$ cat config.mk
export PLATFORM = sky130hd
export DESIGN_NAME = pwl_lock_detect
export DESIGN_NICKNAME = d
export VERILOG_FILES = /design/src/pwl_pkg.sv /design/src/pwl_lock_detect.sv /design/src/pwl_window_timer.sv
export VERILOG_INCLUDE_DIRS = /design/src
export SDC_FILE = /design/constraint.sdc
export NUM_CORES = 1
export LEC_CHECK = 0
export ABC_AREA = 0
export BUFFER_PORTS_ARGS = -buffer_cell sky130_fd_sc_hd__buf_2
export CAP_MARGIN = 15
export CORE_MARGIN = 2
export CORE_UTILIZATION = 55
export DETAILED_ROUTE_END_ITERATION = 10
export PLACE_DENSITY = 0.7
export SLEW_MARGIN = 20
export SYNTH_ARGS = -nofsm -noshare
export SYNTH_HDL_FRONTEND = slang
export SYNTH_SLANG_ARGS = --single-unit
export TNS_END_PERCENT = 1
$ cat constraint.sdc
create_clock -name ref_clk -period 4.75 [get_ports ref_clk]
set_input_delay 0 -clock ref_clk [delete_from_list [all_inputs] [get_ports ref_clk]]
set_output_delay 0 -clock ref_clk [all_outputs]
set_load 0.03 [all_outputs]
$ cat src/pwl_cfg.svh
// pwl_cfg.svh: register offsets, field positions, reset values and timing figures
// of the window lock detector. assumes a 20 MHz ref_clk and 5-bit register addresses.
`ifndef PWL_CFG_SVH
`define PWL_CFG_SVH

`define PWL_ADDR_W 5
`define PWL_DATA_W 24

`define PWL_ADDR_LD_CFG 5'h07
`define PWL_ADDR_PD_CFG 5'h0b
`define PWL_ADDR_OUT_SEL 5'h0f
`define PWL_ADDR_LD_STAT 5'h12
`define PWL_ADDR_TEST_SEL 5'h13
`define PWL_ADDR_INT_STAT 5'h14
`define PWL_ADDR_INT_MASK 5'h15

`define PWL_LD_CNT_LSB 0
`define PWL_LD_EN_BIT 3
`define PWL_LD_SRC_BIT 6
`define PWL_LD_DIV_LSB 7
`define PWL_LD_SPD_LSB 10
`define PWL_SLIP_THR_LSB 7
`define PWL_OUT_SEL_LSB 0
`define PWL_OUT_SHARE_BIT 6
`define PWL_STAT_OPEN_BIT 0
`define PWL_STAT_LOCK_BIT 1

`define PWL_OUT_SEL_LOCK 5'h01
`define PWL_TEST_OFF 2'h0
`define PWL_TEST_TIMER 2'h1
`define PWL_TEST_LOCK 2'h2
`define PWL_TEST_OPEN 2'h3

`define PWL_LD_CFG_RST 24'h000000
`define PWL_PD_CFG_RST 24'h000000
`define PWL_OUT_SEL_RST 24'h000001
`define PWL_TEST_SEL_RST 2'h0
`define PWL_INT_RST 3'h0

`define PWL_INT_LOCK_GAIN 0
`define PWL_INT_LOCK_LOSS 1
`define PWL_INT_SLIP 2

`define PWL_CLK_MHZ 20
`define PWL_ANALOG_WIN_NS 10
`define PWL_HIT_BASE_LOG2 4

`endif

$ cat src/pwl_pkg.sv
// pwl_pkg.sv: types shared by the window lock detector files.
// assumes nothing beyond a SystemVerilog compiler.
`default_nettype none

package pwl_pkg;

  typedef enum logic [1:0] {
    PWL_IDLE = 2'b00,
    PWL_WAIT_FB = 2'b01,
    PWL_WAIT_REF = 2'b10
  } pwl_win_state_type;

endpackage

`default_nettype wire

$ cat src/pwl_lock_detect.sv
// pwl_lock_detect.sv: phase detector window lock detector with its register file.
// assumes ref_edge and fb_edge are one-cycle pulses synchronous to ref_clk,
// and that the serial port outside drives sdo_read_active and sdo_read_bit.
// Function
// - one enable bit gates all lock detection
// - only arrival difference magnitude matters, either first
// - source bit zero selects fixed short window
// - source bit one: window from timer cycles
// - two-bit speed field sets timer clock rate
// - divide codes give 0.5 to 64 cycles
// - window length varies with speed and divide
// - window opens on first arriving edge
// - lock after programmed count of consecutive hits
// - one miss clears lock until count regained
// - lock flag readable as status bit
// - output select puts lock flag on pin
// - sharing bit clear: pin shows read data
// - timer clock routable to test output
// - slip guard boosts gain above phase threshold
`include "pwl_cfg.svh"
`default_nettype none

module pwl_lock_detect #(
  parameter int HIT_W = 12,
  parameter int SLIP_W = 8
) (
  input wire logic ref_clk, // 20 MHz system clock
  input wire logic reset, // async reset, active high
  input wire logic ref_edge, // divided reference arrival, one-cycle pulse
  input wire logic fb_edge, // divided oscillator arrival, one-cycle pulse
  input wire logic [`PWL_ADDR_W-1:0] addr, // register address
  input wire logic [`PWL_DATA_W-1:0] wr_data, // register write data
  input wire logic wr_en, // write strobe
  input wire logic rd_en, // read strobe
  output logic [`PWL_DATA_W-1:0] rd_data, // read data, cycle after rd_en
  input wire logic sdo_read_active, // serial port read in progress
  input wire logic sdo_read_bit, // serial port read data bit
  output logic lock_or_serial_out_pin, // shared lock / serial data pin
  output logic general_test_output, // test observation pin
  output logic lock_flag, // lock detect flag
  output logic slip_guard, // raise phase detector gain
  output logic irq // level interrupt
);

  localparam int ANALOG_CYC_RAW = (`PWL_ANALOG_WIN_NS * `PWL_CLK_MHZ + 999) / 1000;
  localparam int ANALOG_CYC = (ANALOG_CYC_RAW < 1) ? 1 : ANALOG_CYC_RAW;

  // registers
  logic [`PWL_DATA_W-1:0] ld_cfg_q;
  logic [`PWL_DATA_W-1:0] pd_cfg_q;
  logic [`PWL_DATA_W-1:0] out_sel_q;
  logic [1:0] test_sel_q;
  logic [2:0] int_stat_q;
  logic [2:0] int_stat_d;
  logic [2:0] int_mask_q;
  logic [`PWL_DATA_W-1:0] rd_data_q;

  // window tracking
  pwl_pkg::pwl_win_state_type state_q;
  pwl_pkg::pwl_win_state_type state_d;
  logic hit;
  logic miss;
  logic win_start;
  logic win_abort;
  logic win_expired;
  logic timer_clk;
  logic [HIT_W-1:0] hit_cnt_q;
  logic [HIT_W-1:0] hit_target;
  logic lock_q;
  logic lock_prev_q;

  // slip guard tracking
  logic slip_pend_q;
  logic slip_ref_first_q;
  logic [SLIP_W-1:0] slip_cnt_q;
  logic [SLIP_W-1:0] slip_thr;
  logic slip_q;
  logic slip_prev_q;

  // pin outputs
  logic pin_q;
  logic gto_q;

  // decoded fields
  logic ld_enable;
  logic ld_digital;
  logic [2:0] ld_cnt_code;
  logic [2:0] ld_div;
  logic [1:0] ld_speed;
  logic [1:0] slip_code;
  logic [4:0] out_sel;
  logic out_share_off;
  logic clear_stat;

  assign ld_enable = ld_cfg_q[`PWL_LD_EN_BIT];
  assign ld_digital = ld_cfg_q[`PWL_LD_SRC_BIT];
  assign ld_cnt_code = ld_cfg_q[`PWL_LD_CNT_LSB +: 3];
  assign ld_div = ld_cfg_q[`PWL_LD_DIV_LSB +: 3];
  assign ld_speed = ld_cfg_q[`PWL_LD_SPD_LSB +: 2];
  assign slip_code = pd_cfg_q[`PWL_SLIP_THR_LSB +: 2];
  assign out_sel = out_sel_q[`PWL_OUT_SEL_LSB +: 5];
  assign out_share_off = out_sel_q[`PWL_OUT_SHARE_BIT];
  assign clear_stat = wr_en && (addr == `PWL_ADDR_INT_STAT);

  // consecutive hits needed: code 0 is 16, code 7 is 2048
  assign hit_target = HIT_W'(1) << ({1'b0, ld_cnt_code} + 4'(`PWL_HIT_BASE_LOG2));

  // register writes
  always_ff @(posedge ref_clk or posedge reset)
    if (reset)
      ld_cfg_q <= `PWL_LD_CFG_RST;
    else if (wr_en && addr == `PWL_ADDR_LD_CFG)
      ld_cfg_q <= wr_data;

  always_ff @(posedge ref_clk or posedge reset)
    if (reset)
      pd_cfg_q <= `PWL_PD_CFG_RST;
    else if (wr_en && addr == `PWL_ADDR_PD_CFG)
      pd_cfg_q <= wr_data;

  always_ff @(posedge ref_clk or posedge reset)
    if (reset)
      out_sel_q <= `PWL_OUT_SEL_RST;
    else if (wr_en && addr == `PWL_ADDR_OUT_SEL)
      out_sel_q <= wr_data;

  always_ff @(posedge ref_clk or posedge reset)
    if (reset)
      test_sel_q <= `PWL_TEST_SEL_RST;
    else if (wr_en && addr == `PWL_ADDR_TEST_SEL)
      test_sel_q <= wr_data[1:0];

  always_ff @(posedge ref_clk or posedge reset)
    if (reset)
      int_mask_q <= `PWL_INT_RST;
    else if (wr_en && addr == `PWL_ADDR_INT_MASK)
      int_mask_q <= wr_data[2:0];

  // a new event in the clearing cycle survives the write of one
  always_comb
  begin
    int_stat_d = int_stat_q & ~(clear_stat ? wr_data[2:0] : 3'h0);
    int_stat_d[`PWL_INT_LOCK_GAIN] = int_stat_d[`PWL_INT_LOCK_GAIN] | (lock_q & ~lock_prev_q);
    int_stat_d[`PWL_INT_LOCK_LOSS] = int_stat_d[`PWL_INT_LOCK_LOSS] | (~lock_q & lock_prev_q);
    int_stat_d[`PWL_INT_SLIP] = int_stat_d[`PWL_INT_SLIP] | (slip_q & ~slip_prev_q);
  end

  always_ff @(posedge ref_clk or posedge reset)
    if (reset)
      int_stat_q <= `PWL_INT_RST;
    else
      int_stat_q <= int_stat_d;

  always_ff @(posedge ref_clk or posedge reset)
    if (reset)
    begin
      lock_prev_q <= 1'b0;
      slip_prev_q <= 1'b0;
    end
    else
    begin
      lock_prev_q <= lock_q;
      slip_prev_q <= slip_q;
    end

  assign irq = |(int_stat_q & int_mask_q);

  // register reads, answered one cycle later; unmapped reads return zero
  always_ff @(posedge ref_clk or posedge reset)
    if (reset)
      rd_data_q <= '0;
    else if (rd_en)
    begin
      case (addr)
        `PWL_ADDR_LD_CFG: rd_data_q <= ld_cfg_q;
        `PWL_ADDR_PD_CFG: rd_data_q <= pd_cfg_q;
        `PWL_ADDR_OUT_SEL: rd_data_q <= out_sel_q;
        `PWL_ADDR_LD_STAT:
        begin
          rd_data_q <= '0;
          rd_data_q[`PWL_STAT_LOCK_BIT] <= lock_q;
          rd_data_q[`PWL_STAT_OPEN_BIT] <= (state_q != pwl_pkg::PWL_IDLE);
        end
        `PWL_ADDR_TEST_SEL: rd_data_q <= {22'h000000, test_sel_q};
        `PWL_ADDR_INT_STAT: rd_data_q <= {21'h000000, int_stat_q};
        `PWL_ADDR_INT_MASK: rd_data_q <= {21'h000000, int_mask_q};
        default: rd_data_q <= '0;
      endcase
    end
    else
      rd_data_q <= '0;

  assign rd_data = rd_data_q;

  // window timer: short fixed window or timer based window
  pwl_window_timer #(
    .SPD_W(2),
    .DIV_W(3),
    .ANALOG_CYC(ANALOG_CYC)
  ) u_timer (
    .ref_clk(ref_clk),
    .reset(reset),
    .digital_sel(ld_digital),
    .speed(ld_speed),
    .divide(ld_div),
    .start(win_start),
    .abort(win_abort),
    .timer_clk(timer_clk),
    .expired(win_expired)
  );

  // window state: either edge may open it, the other must follow inside it
  always_comb
  begin
    state_d = state_q;
    hit = 1'b0;
    miss = 1'b0;
    win_start = 1'b0;
    win_abort = 1'b0;
    if (!ld_enable)
    begin
      state_d = pwl_pkg::PWL_IDLE;
      win_abort = 1'b1;
    end
    else
    begin
      case (state_q)
        pwl_pkg::PWL_IDLE:
        begin
          if (ref_edge && fb_edge)
            hit = 1'b1;
          else if (ref_edge)
          begin
            state_d = pwl_pkg::PWL_WAIT_FB;
            win_start = 1'b1;
          end
          else if (fb_edge)
          begin
            state_d = pwl_pkg::PWL_WAIT_REF;
            win_start = 1'b1;
          end
        end
        pwl_pkg::PWL_WAIT_FB:
        begin
          if (fb_edge)
          begin
            hit = 1'b1;
            state_d = pwl_pkg::PWL_IDLE;
            win_abort = 1'b1;
          end
          else if (ref_edge)
          begin
            miss = 1'b1; // second reference with no feedback between
            win_start = 1'b1;
          end
          else if (win_expired)
          begin
            miss = 1'b1;
            state_d = pwl_pkg::PWL_IDLE;
          end
        end
        pwl_pkg::PWL_WAIT_REF:
        begin
          if (ref_edge)
          begin
            hit = 1'b1;
            state_d = pwl_pkg::PWL_IDLE;
            win_abort = 1'b1;
          end
          else if (fb_edge)
          begin
            miss = 1'b1;
            win_start = 1'b1;
          end
          else if (win_expired)
          begin
            miss = 1'b1;
            state_d = pwl_pkg::PWL_IDLE;
          end
        end
        default:
        begin
          state_d = pwl_pkg::PWL_IDLE;
          win_abort = 1'b1;
        end
      endcase
    end
  end

  always_ff @(posedge ref_clk or posedge reset)
    if (reset)
      state_q <= pwl_pkg::PWL_IDLE;
    else
      state_q <= state_d;

  // consecutive hit counter saturates so a long lock never wraps
  always_ff @(posedge ref_clk or posedge reset)
    if (reset)
      hit_cnt_q <= '0;
    else if (!ld_enable || miss)
      hit_cnt_q <= '0;
    else if (hit && hit_cnt_q < hit_target)
      hit_cnt_q <= hit_cnt_q + HIT_W'(1);
    else if (hit_cnt_q > hit_target)
      hit_cnt_q <= hit_target;

  always_ff @(posedge ref_clk or posedge reset)
    if (reset)
      lock_q <= 1'b0;
    else if (!ld_enable || miss)
      lock_q <= 1'b0;
    else if (hit && hit_cnt_q == hit_target - HIT_W'(1))
      lock_q <= 1'b1;

  assign lock_flag = lock_q;

  // slip guard measures phase error apart from the lock enable, since it is
  // a phase detector feature; threshold codes give 2, 4, 8, 16 cycles
  assign slip_thr = SLIP_W'(2) << slip_code;

  always_ff @(posedge ref_clk or posedge reset)
    if (reset)
    begin
      slip_pend_q <= 1'b0;
      slip_ref_first_q <= 1'b0;
      slip_cnt_q <= '0;
    end
    else if (!slip_pend_q)
    begin
      slip_pend_q <= ref_edge ^ fb_edge;
      slip_ref_first_q <= ref_edge;
      slip_cnt_q <= '0;
    end
    else if ((slip_ref_first_q && fb_edge) || (!slip_ref_first_q && ref_edge))
      slip_pend_q <= 1'b0;
    else if (slip_cnt_q != {SLIP_W{1'b1}})
      slip_cnt_q <= slip_cnt_q + SLIP_W'(1);

  always_ff @(posedge ref_clk or posedge reset)
    if (reset)
      slip_q <= 1'b0;
    else
      slip_q <= slip_pend_q && (slip_cnt_q >= slip_thr);

  assign slip_guard = slip_q;

  // shared pin: lock flag, or serial read data while a read runs
  always_ff @(posedge ref_clk or posedge reset)
    if (reset)
      pin_q <= 1'b0;
    else if (out_sel == `PWL_OUT_SEL_LOCK)
    begin
      if (!out_share_off && sdo_read_active)
        pin_q <= sdo_read_bit;
      else
        pin_q <= lock_q;
    end
    else
      pin_q <= sdo_read_active ? sdo_read_bit : 1'b0;

  assign lock_or_serial_out_pin = pin_q;

  // test output lags the timer clock by one cycle, acceptable for observation
  always_ff @(posedge ref_clk or posedge reset)
    if (reset)
      gto_q <= 1'b0;
    else
    begin
      case (test_sel_q)
        `PWL_TEST_TIMER: gto_q <= timer_clk;
        `PWL_TEST_LOCK: gto_q <= lock_q;
        `PWL_TEST_OPEN: gto_q <= (state_q != pwl_pkg::PWL_IDLE);
        default: gto_q <= 1'b0;
      endcase
    end

  assign general_test_output = gto_q;

endmodule

`default_nettype wire

$ cat src/pwl_window_timer.sv
// pwl_window_timer.sv: window timer clock generator and one-shot window counter.
// assumes start and abort are one-cycle pulses on ref_clk.
`include "pwl_cfg.svh"
`default_nettype none

module pwl_window_timer #(
  parameter int SPD_W = 2,
  parameter int DIV_W = 3,
  parameter int ANALOG_CYC = 1
) (
  input wire logic ref_clk, // system clock
  input wire logic reset, // async reset, active high
  input wire logic digital_sel, // 1: timer based window, 0: fixed short window
  input wire logic [SPD_W-1:0] speed, // timer clock speed code, 0 fastest
  input wire logic [DIV_W-1:0] divide, // window length code in timer half periods
  input wire logic start, // open a window
  input wire logic abort, // close the window early
  output logic timer_clk, // window timer clock level
  output logic expired // window ran out, one-cycle pulse
);

  logic [7:0] pre_q;
  logic [7:0] pre_lim;
  logic half_tick;
  logic tclk_q;
  logic run_q;
  logic [8:0] left_q;
  logic dec;

  // each speed step halves the timer clock
  assign pre_lim = 8'((9'h001 << speed) - 9'h001);
  assign half_tick = (pre_q == pre_lim);
  assign dec = run_q && (digital_sel ? half_tick : 1'b1);
  // the caller ranks edges above expiry, so start and abort stay out of this term
  // and no combinational loop forms through the window state logic
  assign expired = dec && (left_q == 9'h001);
  assign timer_clk = tclk_q;

  always_ff @(posedge ref_clk or posedge reset)
    if (reset)
      pre_q <= 8'h00;
    else if (half_tick)
      pre_q <= 8'h00;
    else
      pre_q <= pre_q + 8'h01;

  always_ff @(posedge ref_clk or posedge reset)
    if (reset)
      tclk_q <= 1'b0;
    else if (half_tick)
      tclk_q <= !tclk_q;

  // code 0 is half a timer cycle, each step doubles it
  always_ff @(posedge ref_clk or posedge reset)
    if (reset)
    begin
      run_q <= 1'b0;
      left_q <= 9'h000;
    end
    else if (start)
    begin
      run_q <= 1'b1;
      left_q <= digital_sel ? (9'h001 << divide) : 9'(ANALOG_CYC);
    end
    else if (abort || expired)
      run_q <= 1'b0;
    else if (dec)
      left_q <= left_q - 9'h001;

endmodule

`default_nettype wire
==> results.sh, run 1 <==
export IMPL_status="completed"
export IMPL_layout_setup_ws_ns=1.76
export IMPL_postCtsSetupBuffers=0
export IMPL_grt_use_total_pct=24.5
export IMPL_io_pins=66
export IMPL_vias=6171
export IMPL_crit_buf_inv=0
export IMPL_max_cap_violations=0
export IMPL_worstSetupStartpointType="flop"
export IMPL_post_route_period_util_pct=63.0
export IMPL_power_frac_clock_pct=35.7
export IMPL_arrival_ns=3.35
export IMPL_initial_utilization_pct=56.7
export IMPL_max_freq_mhz=334
export IMPL_synth_edf_count=0
export IMPL_fin_skew_ns=0.00767
export IMPL_drive_above_1_share_pct=23.7
export IMPL_nets=899
export IMPL_clock_root_buffer="clkbuf_16"
export IMPL_syn_nets=816
export IMPL_first_global_vias=6048
export IMPL_fin_area_sq_mm=0.00931
export IMPL_r2r_start="ld_cfg_q[1]"
export IMPL_cts_path_max_buffers=2
export IMPL_r2r_slack_ns=1.76
export IMPL_syn_area_per_cell_sq_um=10.6
export IMPL_synth_top_area_share_pct=47.9
export IMPL_worstSetupEndpoint="hit_cnt_q[4]"
export IMPL_cts_tree="yes"
export IMPL_hold_buffers=28
export IMPL_ys_flop_type="dfrtp_1"
export IMPL_cts_resized=0
export IMPL_place_area_sq_mm=0.00841
export IMPL_switching_power_w=0.00123
export IMPL_maxSlewHeadroom_pct=34.5
export IMPL_drt_initial_drc_count=516
export IMPL_h_tree_depth=4
export IMPL_crit_path_max_incr_delay_ns=0.60
export IMPL_pre_cts_slack_ns=1.81
export IMPL_numCtsBuffers=17
export IMPL_synth_area_leader_cell="dfrtp_1"
export IMPL_reg2reg_depth=8
export IMPL_hold_start="addr[1]"
export IMPL_ys_types=66
export IMPL_clk_pin_slew_ns=0.07
export IMPL_async_flop_share_pct=100
export IMPL_cp_startpoint="ld_cfg_q[1]"
export IMPL_seqCellArea_sq_mm=0.00383
export IMPL_yosys_warnings=0
export IMPL_r2r_end="hit_cnt_q[4]"
export IMPL_routed_wl_microns=17900
export IMPL_die_x_microns=124
export IMPL_dr_pass1_iters=7
export IMPL_place_port_buffers=65
export IMPL_ys_ff_latch=153
export IMPL_p_per_area_mw_per_mm2=426
export IMPL_nFillCells=1071
export IMPL_gr_total_overflow=0
export IMPL_rows=43
export IMPL_power_w=0.00397
export IMPL_cp_slowest_cell="dfrtp_1"
export IMPL_area_growth_pct=17.4
export IMPL_netlist_instances=751
export IMPL_final_antenna_net_count=0
export IMPL_ys_seq_area_share_pct=48.3
export IMPL_vias_per_cell=6.01
export IMPL_critPathRequiredTime_ns=5.11
export IMPL_setup_viol=0
export IMPL_clock_sinks=153
export IMPL_antenna_found_initial=0
export IMPL_total_leakage_power_nw=4.24
export IMPL_worst_path_stages=8
export IMPL_seqPwrFrac_pct=43.3
export IMPL_place_detailed_hpwl_microns=11800
export IMPL_hold_violations=0
export IMPL_drc=0
export IMPL_grt_pass1_wl_microns=29200
export IMPL_antenna_cells=0
export IMPL_finalCriticalPeriod_ns=2.99
export IMPL_place_gp_congestion=0.907
export IMPL_worstPathMaxFanout=19
export IMPL_grt_start_max_net_pins=114
export IMPL_die_area_sq_mm=0.0154
export IMPL_die_height_microns=124
export IMPL_hold_class="in -> reg"
export IMPL_synthTopCellsByArea="dfrtp_1 48%, mux2_2 11%, ha_1 4.4%, nor2_1 3.7%, mux2i_1 3.3%"
export IMPL_drv_slew=0
export IMPL_syn_cell_area_sq_mm=0.00793
export IMPL_cp_top_family="simple AND/OR/NAND/NOR gates"
export IMPL_power_frac_comb_pct=21.1
export IMPL_wl_per_cell_microns=17.4
export IMPL_rsz0062_at_grt="no"
export IMPL_setup_tns_ns=0
export IMPL_crit_chain="nand2_1 > or2_2 > ha_1 > nand4_1 > nor3_1 > a211o_1 > o21ai_0 > a31oi_1"
export IMPL_vdd_drop_max_mv=0.395
export IMPL_p_int_w=0.00274
export IMPL_core_area_sq_mm=0.0140
export IMPL_insertion_delay_ns=0.43
export IMPL_switching_share_pct=30.9
export IMPL_multiInputGateArea_sq_mm=0.00390
export IMPL_tightest_slew_ns=0.983
export IMPL_path_class="reg -> reg"
export IMPL_end_kind="flop"
[cells in the final DEF (no fill, tap or decap), types with 26 or more instances in the layout]
cell	count
a21oi_1	37
buf_2	65
dfrtp_1	152
dlygate4sd3_1	28
ha_1	28
mux2_2	81
mux2i_1	26
nand2_1	35
nand3_1	33
nor2_1	78
o21ai_0	26
[cell families (layout without fill, tap and decap cells)]
| logic type | after synthesis | in the layout | share of synthesized area [%] |
|---|---|---|---|
| compound gates | 128 | 128 | 10.5 |
| xor+xnor | 16 | 16 | 1.77 |
| fa+ha+maj | 28 | 28 | 4.42 |
| buf+inv | 58 | 154 | 2.93 |
| flops | 153 | 153 | 48.3 |
| mux | 107 | 107 | 14.8 |
| other cells | 1 | 1 | 0.0473 |
| simple gates | 260 | 260 | 17.3 |
[registers in the layout (all words and copies together), names as in the netlist, 3 cells and up]
name	flops
ld_cfg_q	24
slip_cnt_q	8
u_timer.pre_q	8
rd_data	24
u_timer.left_q	9
hit_cnt_q	12
pd_cfg_q	24
out_sel_q	24
int_stat_q	3
int_mask_q	3
[cell usage after synthesis (3+ instances only)]
cell type and number:
and2_1 14, nor4_1 6, xor2_1 6, xnor2_1 10
o311ai_0 5, nor2_1 78, or3_1 11, nor4b_1 4
nand2_1 36, buf_1 4, nand4b_1 4, and3_1 9
mux2_2 81, a31oi_1 11, nand3b_1 6, mux2i_1 26
a221oi_1 3, clkbuf_1 20, dfrtp_1 152, a22oi_1 7
or3b_2 3, nand3_1 33, a21oi_1 37, a21boi_0 6
ha_1 28, inv_1 24, o31ai_1 3, o31a_1 3
or4_1 4, nor2b_1 12, o21ai_0 26, nor3_1 11
nand4_1 11, nand2b_1 6, or2_2 3, o21a_1 4
buf_2 9
[power by group through the flow]
stage | sequential (W) | clock [W] | combinational (W)
detailed placement | 0.00174 | 0 | 0.000815
CTS | 0.00171 | 0.00144 | 0.000839
global route | 0.00175 | 0.00150 | 0.000935
global placement | 0.00172 | 0 | 0.000791
finish | 0.00172 | 0.00142 | 0.000836
floorplan | 0.00167 | 0 | 0.000659
[metal layers]
metal	wire length [microns]	GRT usage [%]	part of all wire, %	up-vias
met3	856	5.63	4.8	43
met4	387	9.69	2.2	0
met5	0	0	0	-
met1	7980	31.8	45	3066
met2	8650	40.0	48	180
li1	-	-	-	2882
[layout make-up]
type | instances | share of cell area (%)
clock inverters | 14 | 1.99
inverters | 24 | 1.02
repair buffers | 98 | 6.90
well taps | 180 | 2.42
flip-flops and latches | 153 | 41.1
clock buffers | 18 | 4.72
multi-input cells | 540 | 41.8
[worst register-to-register path, cell delays in order, from the launching register on]
cell	delay, ns
dfrtp_1	0.60
nand2_1	0.17
or2_2	0.33
ha_1	0.33
nand4_1	0.17
nor3_1	0.37
a211o_1	0.52
o21ai_0	0.23
a31oi_1	0.20
[how the worst min path moves through the flow]
| stage | to | slack, ns | depth (start not counted) |
|---|---|---|---|
| finish | rd_data[0] | 0.08 | 4 |
| global route | rd_data[20] | 0.10 | 3 |
| CTS | rd_data[0] | 0.06 | 4 |
| detailed placement | pd_cfg_q[12] | 0.26 | 2 |
| global placement | ld_cfg_q[23] | 0.26 | 2 |
| floorplan | ld_cfg_q[19] | 0.15 | 1 |
[per-stage QoR]
stage	util, %	hold slack, ns	std cells
6_report	66.6	0.0758	1027
5_1_grt	66.6	0.103	1027
4_1_cts	66.6	0.0569	1027
3_5_place_dp	60.1	0.262	967
3_3_place_gp	60.0	0.257	967
2_1_floorplan	-	0.151	751
Power figures use the tool's default switching activity.
==> run 2: changes to the inputs <==
- CORE_UTILIZATION: 55 -> 54
- PLACE_DENSITY: 0.7 -> 0.72
- clock period: 4.75 -> 2.7 ns (I/O delays scaled with it)
==> run 2 against run 1 <==
Against the previous run: first-iteration DRC count is 11% higher; cell area rose by 1.8%; routed wire length rose by 2.5%; setup slack worse by 1.6 ns; sequential power is 75% higher; power grew 79%; critical path depth stayed put; combinational power is 99% higher; largest cell class unchanged; largest power group unchanged.
==> results.sh, run 2 (synthesis results as in run 1) <==
export IMPL_pre_cts_slack_ns=-0.0429
export IMPL_clk_pin_slew_ns=0.06
export IMPL_setup_viol=0
export IMPL_place_detailed_hpwl_microns=11900
export IMPL_vias=6267
export IMPL_path_class="reg -> reg"
export IMPL_r2r_end="hit_cnt_q[10]"
export IMPL_routed_wl_microns=18300
export IMPL_numCtsBuffers=17
export IMPL_end_kind="flop"
export IMPL_nFillCells=1065
export IMPL_area_growth_pct=19.5
export IMPL_hold_start="addr[0]"
export IMPL_hold_violations=0
export IMPL_cpMostUsedCell="or3_1"
export IMPL_vias_per_cell=5.97
export IMPL_p_per_area_mw_per_mm2=750
export IMPL_utilization_pct=65.7
export IMPL_die_x_microns=125
export IMPL_status="completed"
export IMPL_die_height_microns=125
export IMPL_nets=919
export IMPL_critPathRequiredTime_ns=3.04
export IMPL_hold_class="in -> reg"
export IMPL_max_cap_violations=0
export IMPL_tightest_slew_ns=0.807
export IMPL_finalCriticalPeriod_ns=2.53
export IMPL_layout_setup_ws_ns=0.166
export IMPL_first_global_vias=6345
export IMPL_hold_depth=4
export IMPL_final_antenna_net_count=0
export IMPL_drc=0
export IMPL_gr_total_overflow=0
export IMPL_crit_chain="or3_1 > ha_1 > nand4_1 > nor3_1 > a211oi_2 > buf_4 > or3_1 > a31oi_1"
export IMPL_r2r_slack_ns=0.17
export IMPL_h_tree_depth=4
export IMPL_worstPathMaxFanout=10
export IMPL_grt_start_max_net_pins=154
export IMPL_rsz0062_at_grt="no"
export IMPL_r2r_start="ld_cfg_q[0]"
export IMPL_final_common_cell="dfrtp_1"
export IMPL_final_cell_mix="150 x dfrtp_1, 81 x mux2_2, 78 x nor2_1, 65 x buf_2, 37 x a21oi_1"
export IMPL_grt_pass1_wl_microns=31000
export IMPL_arrival_ns=2.88
export IMPL_wl_per_cell_microns=17.5
export IMPL_total_leakage_power_nw=4.34
export IMPL_place_port_buffers=65
export IMPL_antenna_found_initial=0
export IMPL_grt_use_total_pct=24.4
export IMPL_worstSetupStartpointType="flop"
export IMPL_power_w=0.00711
export IMPL_clock_root_buffer="clkbuf_16"
export IMPL_fin_skew_ns=0.00936
export IMPL_min_to="rd_data[1]"
export IMPL_drive_above_1_share_pct=25.8
export IMPL_core_area_sq_mm=0.0144
export IMPL_post_route_period_util_pct=93.9
export IMPL_dr_pass1_iters=5
export IMPL_cp_slowest_cell="dfrtp_1"
export IMPL_maxSlewHeadroom_pct=46.2
export IMPL_io_pins=66
export IMPL_drt_initial_drc_count=572
export IMPL_setup_tns_ns=0
export IMPL_die_area_sq_mm=0.0157
export IMPL_place_gp_congestion=0.922
export IMPL_reg2reg_depth=8
export IMPL_initial_utilization_pct=55.0
export IMPL_rows=44
export IMPL_drv_slew=0
export IMPL_clock_sinks=153
export IMPL_cts_path_max_buffers=2
export IMPL_vdd_drop_max_mv=0.625
export IMPL_antenna_cells=0
export IMPL_insertion_delay_ns=0.43
export IMPL_cts_tree="yes"
export IMPL_crit_path_max_incr_delay_ns=0.47
export IMPL_max_freq_mhz=395
[run 2: cell count changes in the layout (fill, tap and decap cells not counted), moves of 2 or more]
cell	change
clkinv_4	-3
dfrtp_1	-2
clkinv_2	+2
buf_4	+18
buf_12	+2
dfrtp_2	+2
[run 2: layout make-up]
type                    instances  area [sq um]  area share, %
inverters                      24          93.8          0.990
well taps                     184           230           2.43
clock buffers                  18           439           4.63
flip-flops and latches        153          3830           40.4
repair buffers                118           818           8.63
clock inverters                13           166           1.76
multi-input cells             540          3900           41.1
[run 2: layer usage]
| layer | vias up | wire length (microns) | global-route usage, % |
|---|---|---|---|
| li1 | 2924 | - | - |
| met1 | 3136 | 8180 | 32.6 |
| met2 | 179 | 8910 | 38.8 |
| met3 | 28 | 956 | 5.61 |
| met4 | 0 | 286 | 9.74 |
| met5 | - | 0 | 0 |
[run 2: where the power goes]
group | internal, W | switching [W]
Combinational | 0.000783 | 0.000874
Sequential | 0.00266 | 0.000345
Clock | 0.00148 | 0.000966
[run 2: how the worst max path moves through the flow]
stage	start	to	slack (ns)	depth (start not counted)
after floorplan	ld_cfg_q[1]	hit_cnt_q[11]	0.22	10
after global placement	ld_cfg_q[2]	hit_cnt_q[5]	0.07	8
after detailed placement	ld_cfg_q[2]	hit_cnt_q[8]	-0.04	8
after CTS	ld_cfg_q[2]	hit_cnt_q[8]	0.03	8
after global routing	ld_cfg_q[0]	hit_cnt_q[10]	0.02	8
final	ld_cfg_q[0]	hit_cnt_q[10]	0.17	8
[run 2: per-stage QoR]
stage	hold WS, ns	area (sq um)	instances
floorplan	0.151	7940	751
global placement	0.257	8540	987
detailed placement	0.259	8550	987
CTS	0.0546	9440	1046
global route	0.111	9480	1050
finish	0.0778	9480	1050
[run 2: timing repair]
action,4_1_cts,5_1_grt
buffers inserted,0,4
endpoints found under the setup margin,6,6
pin swaps,0,1
gates resized for setup,1,6
hold buffers,28,0
endpoints found under the hold margin,234,0
[run 2: worst max-delay path: cells and delay by family (launching register included)]
family                     cells  cell delay [ns]
DFF                            1             0.47
and+or+nand+nor                4             1.28
buffers and inverters          1             0.19
AOI/OAI and AO/OA              2             0.21
adders and majority gates      1             0.31
==> run 3: changes to the inputs <==
- ABC_AREA: 0 -> 1
==> run 3 against run 2 <==
Against the previous run: register-to-register slack improved by 0.04 ns; setup slack gained 0.043 ns; sequential share of layout area rose by 0.70 points; largest power group unchanged; flip-flop and latch count is the same; power down 1.6%.
==> results.sh, run 3 <==
export IMPL_utilization_pct=64.6
export IMPL_ys_flop_type="dfrtp_1"
export IMPL_rows=44
export IMPL_vias=6814
export IMPL_worst_path_stages=13
export IMPL_power_frac_clock_pct=34.5
export IMPL_syn_cell_area_sq_mm=0.00791
export IMPL_path_class="reg -> reg"
export IMPL_area_growth_pct=17.8
export IMPL_clock_sinks=153
export IMPL_syn_nets=1060
export IMPL_seqPwrFrac_pct=43.2
export IMPL_clk_pin_slew_ns=0.06
export IMPL_hold_violations=0
export IMPL_grt_use_met2_pct=39.8
export IMPL_io_pins=66
export IMPL_final_antenna_net_count=0
export IMPL_insertion_delay_ns=0.43
export IMPL_routed_wl_microns=18300
export IMPL_synth_edf_count=0
export IMPL_core_area_sq_mm=0.0144
export IMPL_yosys_warnings=0
export IMPL_grt_pass1_wl_microns=31300
export IMPL_multiInputGateArea_sq_mm=0.00346
export IMPL_place_port_buffers=65
export IMPL_seqCellArea_sq_mm=0.00383
export IMPL_ys_seq_area_share_pct=48.4
export IMPL_switching_power_w=0.00231
export IMPL_fin_area_sq_mm=0.00931
export IMPL_hold_depth=4
export IMPL_die_height_microns=125
export IMPL_cts_tree="yes"
export IMPL_numCtsBuffers=17
export IMPL_hold_class="in -> reg"
export IMPL_first_global_vias=6520
export IMPL_postCtsSetupBuffers=0
export IMPL_synth_common_cells="306 x nand2_1, 152 x dfrtp_1, 117 x inv_1"
export IMPL_synth_top_family_by_area="simple AND/OR/NAND/NOR gates"
export IMPL_tightest_slew_ns=0.756
export IMPL_synth_area_leader_cell="dfrtp_1"
export IMPL_final_common_cell="nand2_1"
export IMPL_crit_chain="inv_1 > nor3_1 > inv_1 > ha_1 > nand2_1 > nor2_1 > nand3_1 > nand3_2 > nand2_1 > nand2_2 > inv_2 > a21oi_1 > nor2_1"
export IMPL_total_leakage_power_nw=4.83
export IMPL_maxSlewHeadroom_pct=49.5
export IMPL_synthMuxAreaShare_pct=0
export IMPL_cts_path_max_buffers=2
export IMPL_nets=1156
export IMPL_clock_root_buffer="clkbuf_16"
export IMPL_setup_viol=0
export IMPL_ys_ff_latch=153
export IMPL_setup_tns_ns=0
export IMPL_crit_path_max_incr_delay_ns=0.49
export IMPL_synthXorXnorAreaFrac_pct=1.88
export IMPL_critPathRequiredTime_ns=3.01
export IMPL_initial_utilization_pct=54.8
export IMPL_post_route_period_util_pct=92.3
export IMPL_syn_area_per_cell_sq_um=7.95
export IMPL_finalCriticalPeriod_ns=2.49
export IMPL_synth_fa_ha_area_share_pct=4.43
export IMPL_nFillCells=1244
export IMPL_max_cap_violations=0
export IMPL_arrival_ns=2.80
export IMPL_cp_slowest_cell="dfrtp_1"
export IMPL_die_x_microns=125
export IMPL_gr_total_overflow=0
export IMPL_switching_share_pct=33.0
export IMPL_grt_util_met1_pct=33.5
export IMPL_synth_compound_area_share_pct=11.5
export IMPL_place_detailed_hpwl_microns=12400
export IMPL_drt_initial_drc_count=545
export IMPL_netlist_instances=995
export IMPL_p_per_area_mw_per_mm2=752
export IMPL_crit_buf_inv=3
export IMPL_final_cell_mix="306 x nand2_1, 152 x dfrtp_1, 116 x inv_1, 78 x o21ai_1, 65 x buf_2"
export IMPL_p_int_w=0.00469
export IMPL_reg2reg_depth=13
export IMPL_yosysMostFrequentCell="nand2_1"
export IMPL_vias_per_cell=5.29
export IMPL_fin_skew_ns=0.00789
export IMPL_drive_above_1_share_pct=13.4
export IMPL_antenna_cells=0
export IMPL_status="completed"
export IMPL_async_flop_share_pct=100
export IMPL_dr_pass1_iters=5
export IMPL_worstSetupStartpointType="flop"
export IMPL_grt_start_max_net_pins=59
export IMPL_synthTopCellsByArea="dfrtp_1 48%, nand2_1 15%, inv_1 5.6%, o21ai_1 4.9%, ha_1 4.4%"
export IMPL_rsz0062_at_grt="no"
export IMPL_wl_per_cell_microns=14.2
export IMPL_place_area_sq_mm=0.00843
export IMPL_die_area_sq_mm=0.0156
export IMPL_place_gp_congestion=0.888
export IMPL_end_kind="flop"
export IMPL_drv_slew=0
export IMPL_grt_use_total_pct=24.6
export IMPL_h_tree_depth=4
export IMPL_met3_usage_pct=4.41
export IMPL_drc=0
export IMPL_power_frac_comb_pct=22.3
export IMPL_ys_types=44
export IMPL_max_freq_mhz=401
export IMPL_synth_top_area_share_pct=48.1
export IMPL_top_usage_layer="met2"
export IMPL_worstPathMaxFanout=10
export IMPL_yosys_area_share_simple_pct=26.0
export IMPL_cp_top_family="simple AND/OR/NAND/NOR gates"
export IMPL_vdd_drop_max_mv=0.523
export IMPL_antenna_found_initial=1
-- run 3: layout make-up --
cell class | count | share of cell area (%)
clock inverter | 12 | 1.46
clock buffer | 19 | 4.86
sequential | 153 | 41.1
inverter | 128 | 5.20
multi-input combinational | 687 | 37.2
timing repair buffer | 104 | 7.69
tap | 184 | 2.47
-- run 3: worst paths after layout --
kind	startpoint	end	slack (ns)
setup / recovery	ld_cfg_q[2]	hit_cnt_q[10]	0.21
hold / removal	fb_edge	slip_pend_q	0.02
min in group asynchronous	reset	lock_prev_q	0.25
hold reg to reg	slip_prev_q	int_stat_q[2]	0.42
max in group asynchronous	reset	rd_data[10]	1.60
setup reg to reg	ld_cfg_q[2]	hit_cnt_q[10]	0.21
-- run 3: what timing repair did --
item                                    4_1_cts  5_1_grt
gates resized for setup                       0        0
endpoints found under the hold margin       111        0
hold buffers                                 29        0
endpoints found under the setup margin        0        0
-- run 3: kinds of logic (layout without fill, tap and decap cells) --
kind of cell	after synthesis	in the layout
buf+inv	155	263
other cells	1	1
compound gates	167	167
fa+ha+maj	28	28
flops	153	153
xor+xnor	17	17
simple gates	474	474
-- run 3: routing by layer --
| metal | wire [microns] | vias to the layer above |
|---|---|---|
| li1 | - | 3396 |
| met1 | 8320 | 3200 |
| met2 | 8770 | 188 |
| met3 | 804 | 28 |
| met4 | 373 | 2 |
| met5 | 11 | - |
-- run 3: power groups by stage --
stage / Clock (W) / Combinational (W) / Sequential, W
after floorplan: 0 / 0.00120 / 0.00299
after global placement: 0 / 0.00148 / 0.00305
after detailed placement: 0 / 0.00152 / 0.00305
after CTS: 0.00245 / 0.00157 / 0.00302
after global routing: 0.00254 / 0.00181 / 0.00308
final: 0.00241 / 0.00156 / 0.00303
-- run 3: per-stage QoR --
step	setup slack (ns)	instances	total power, W	hold slack, ns
5_1_grt	0.00376	1287	0.00742	0.0570
2_1_floorplan	0.533	995	0.00419	0.104
4_1_cts	0.281	1287	0.00704	0.00650
3_3_place_gp	0.391	1227	0.00452	0.166
3_5_place_dp	0.320	1227	0.00457	0.175
6_report	0.209	1287	0.00700	0.0168
-- run 3: worst min-delay path, cell delays in order --
cell,delay (ns)
buf_2,0.14
nand2_1,0.06
o21ai_1,0.11
o21ai_0,0.09
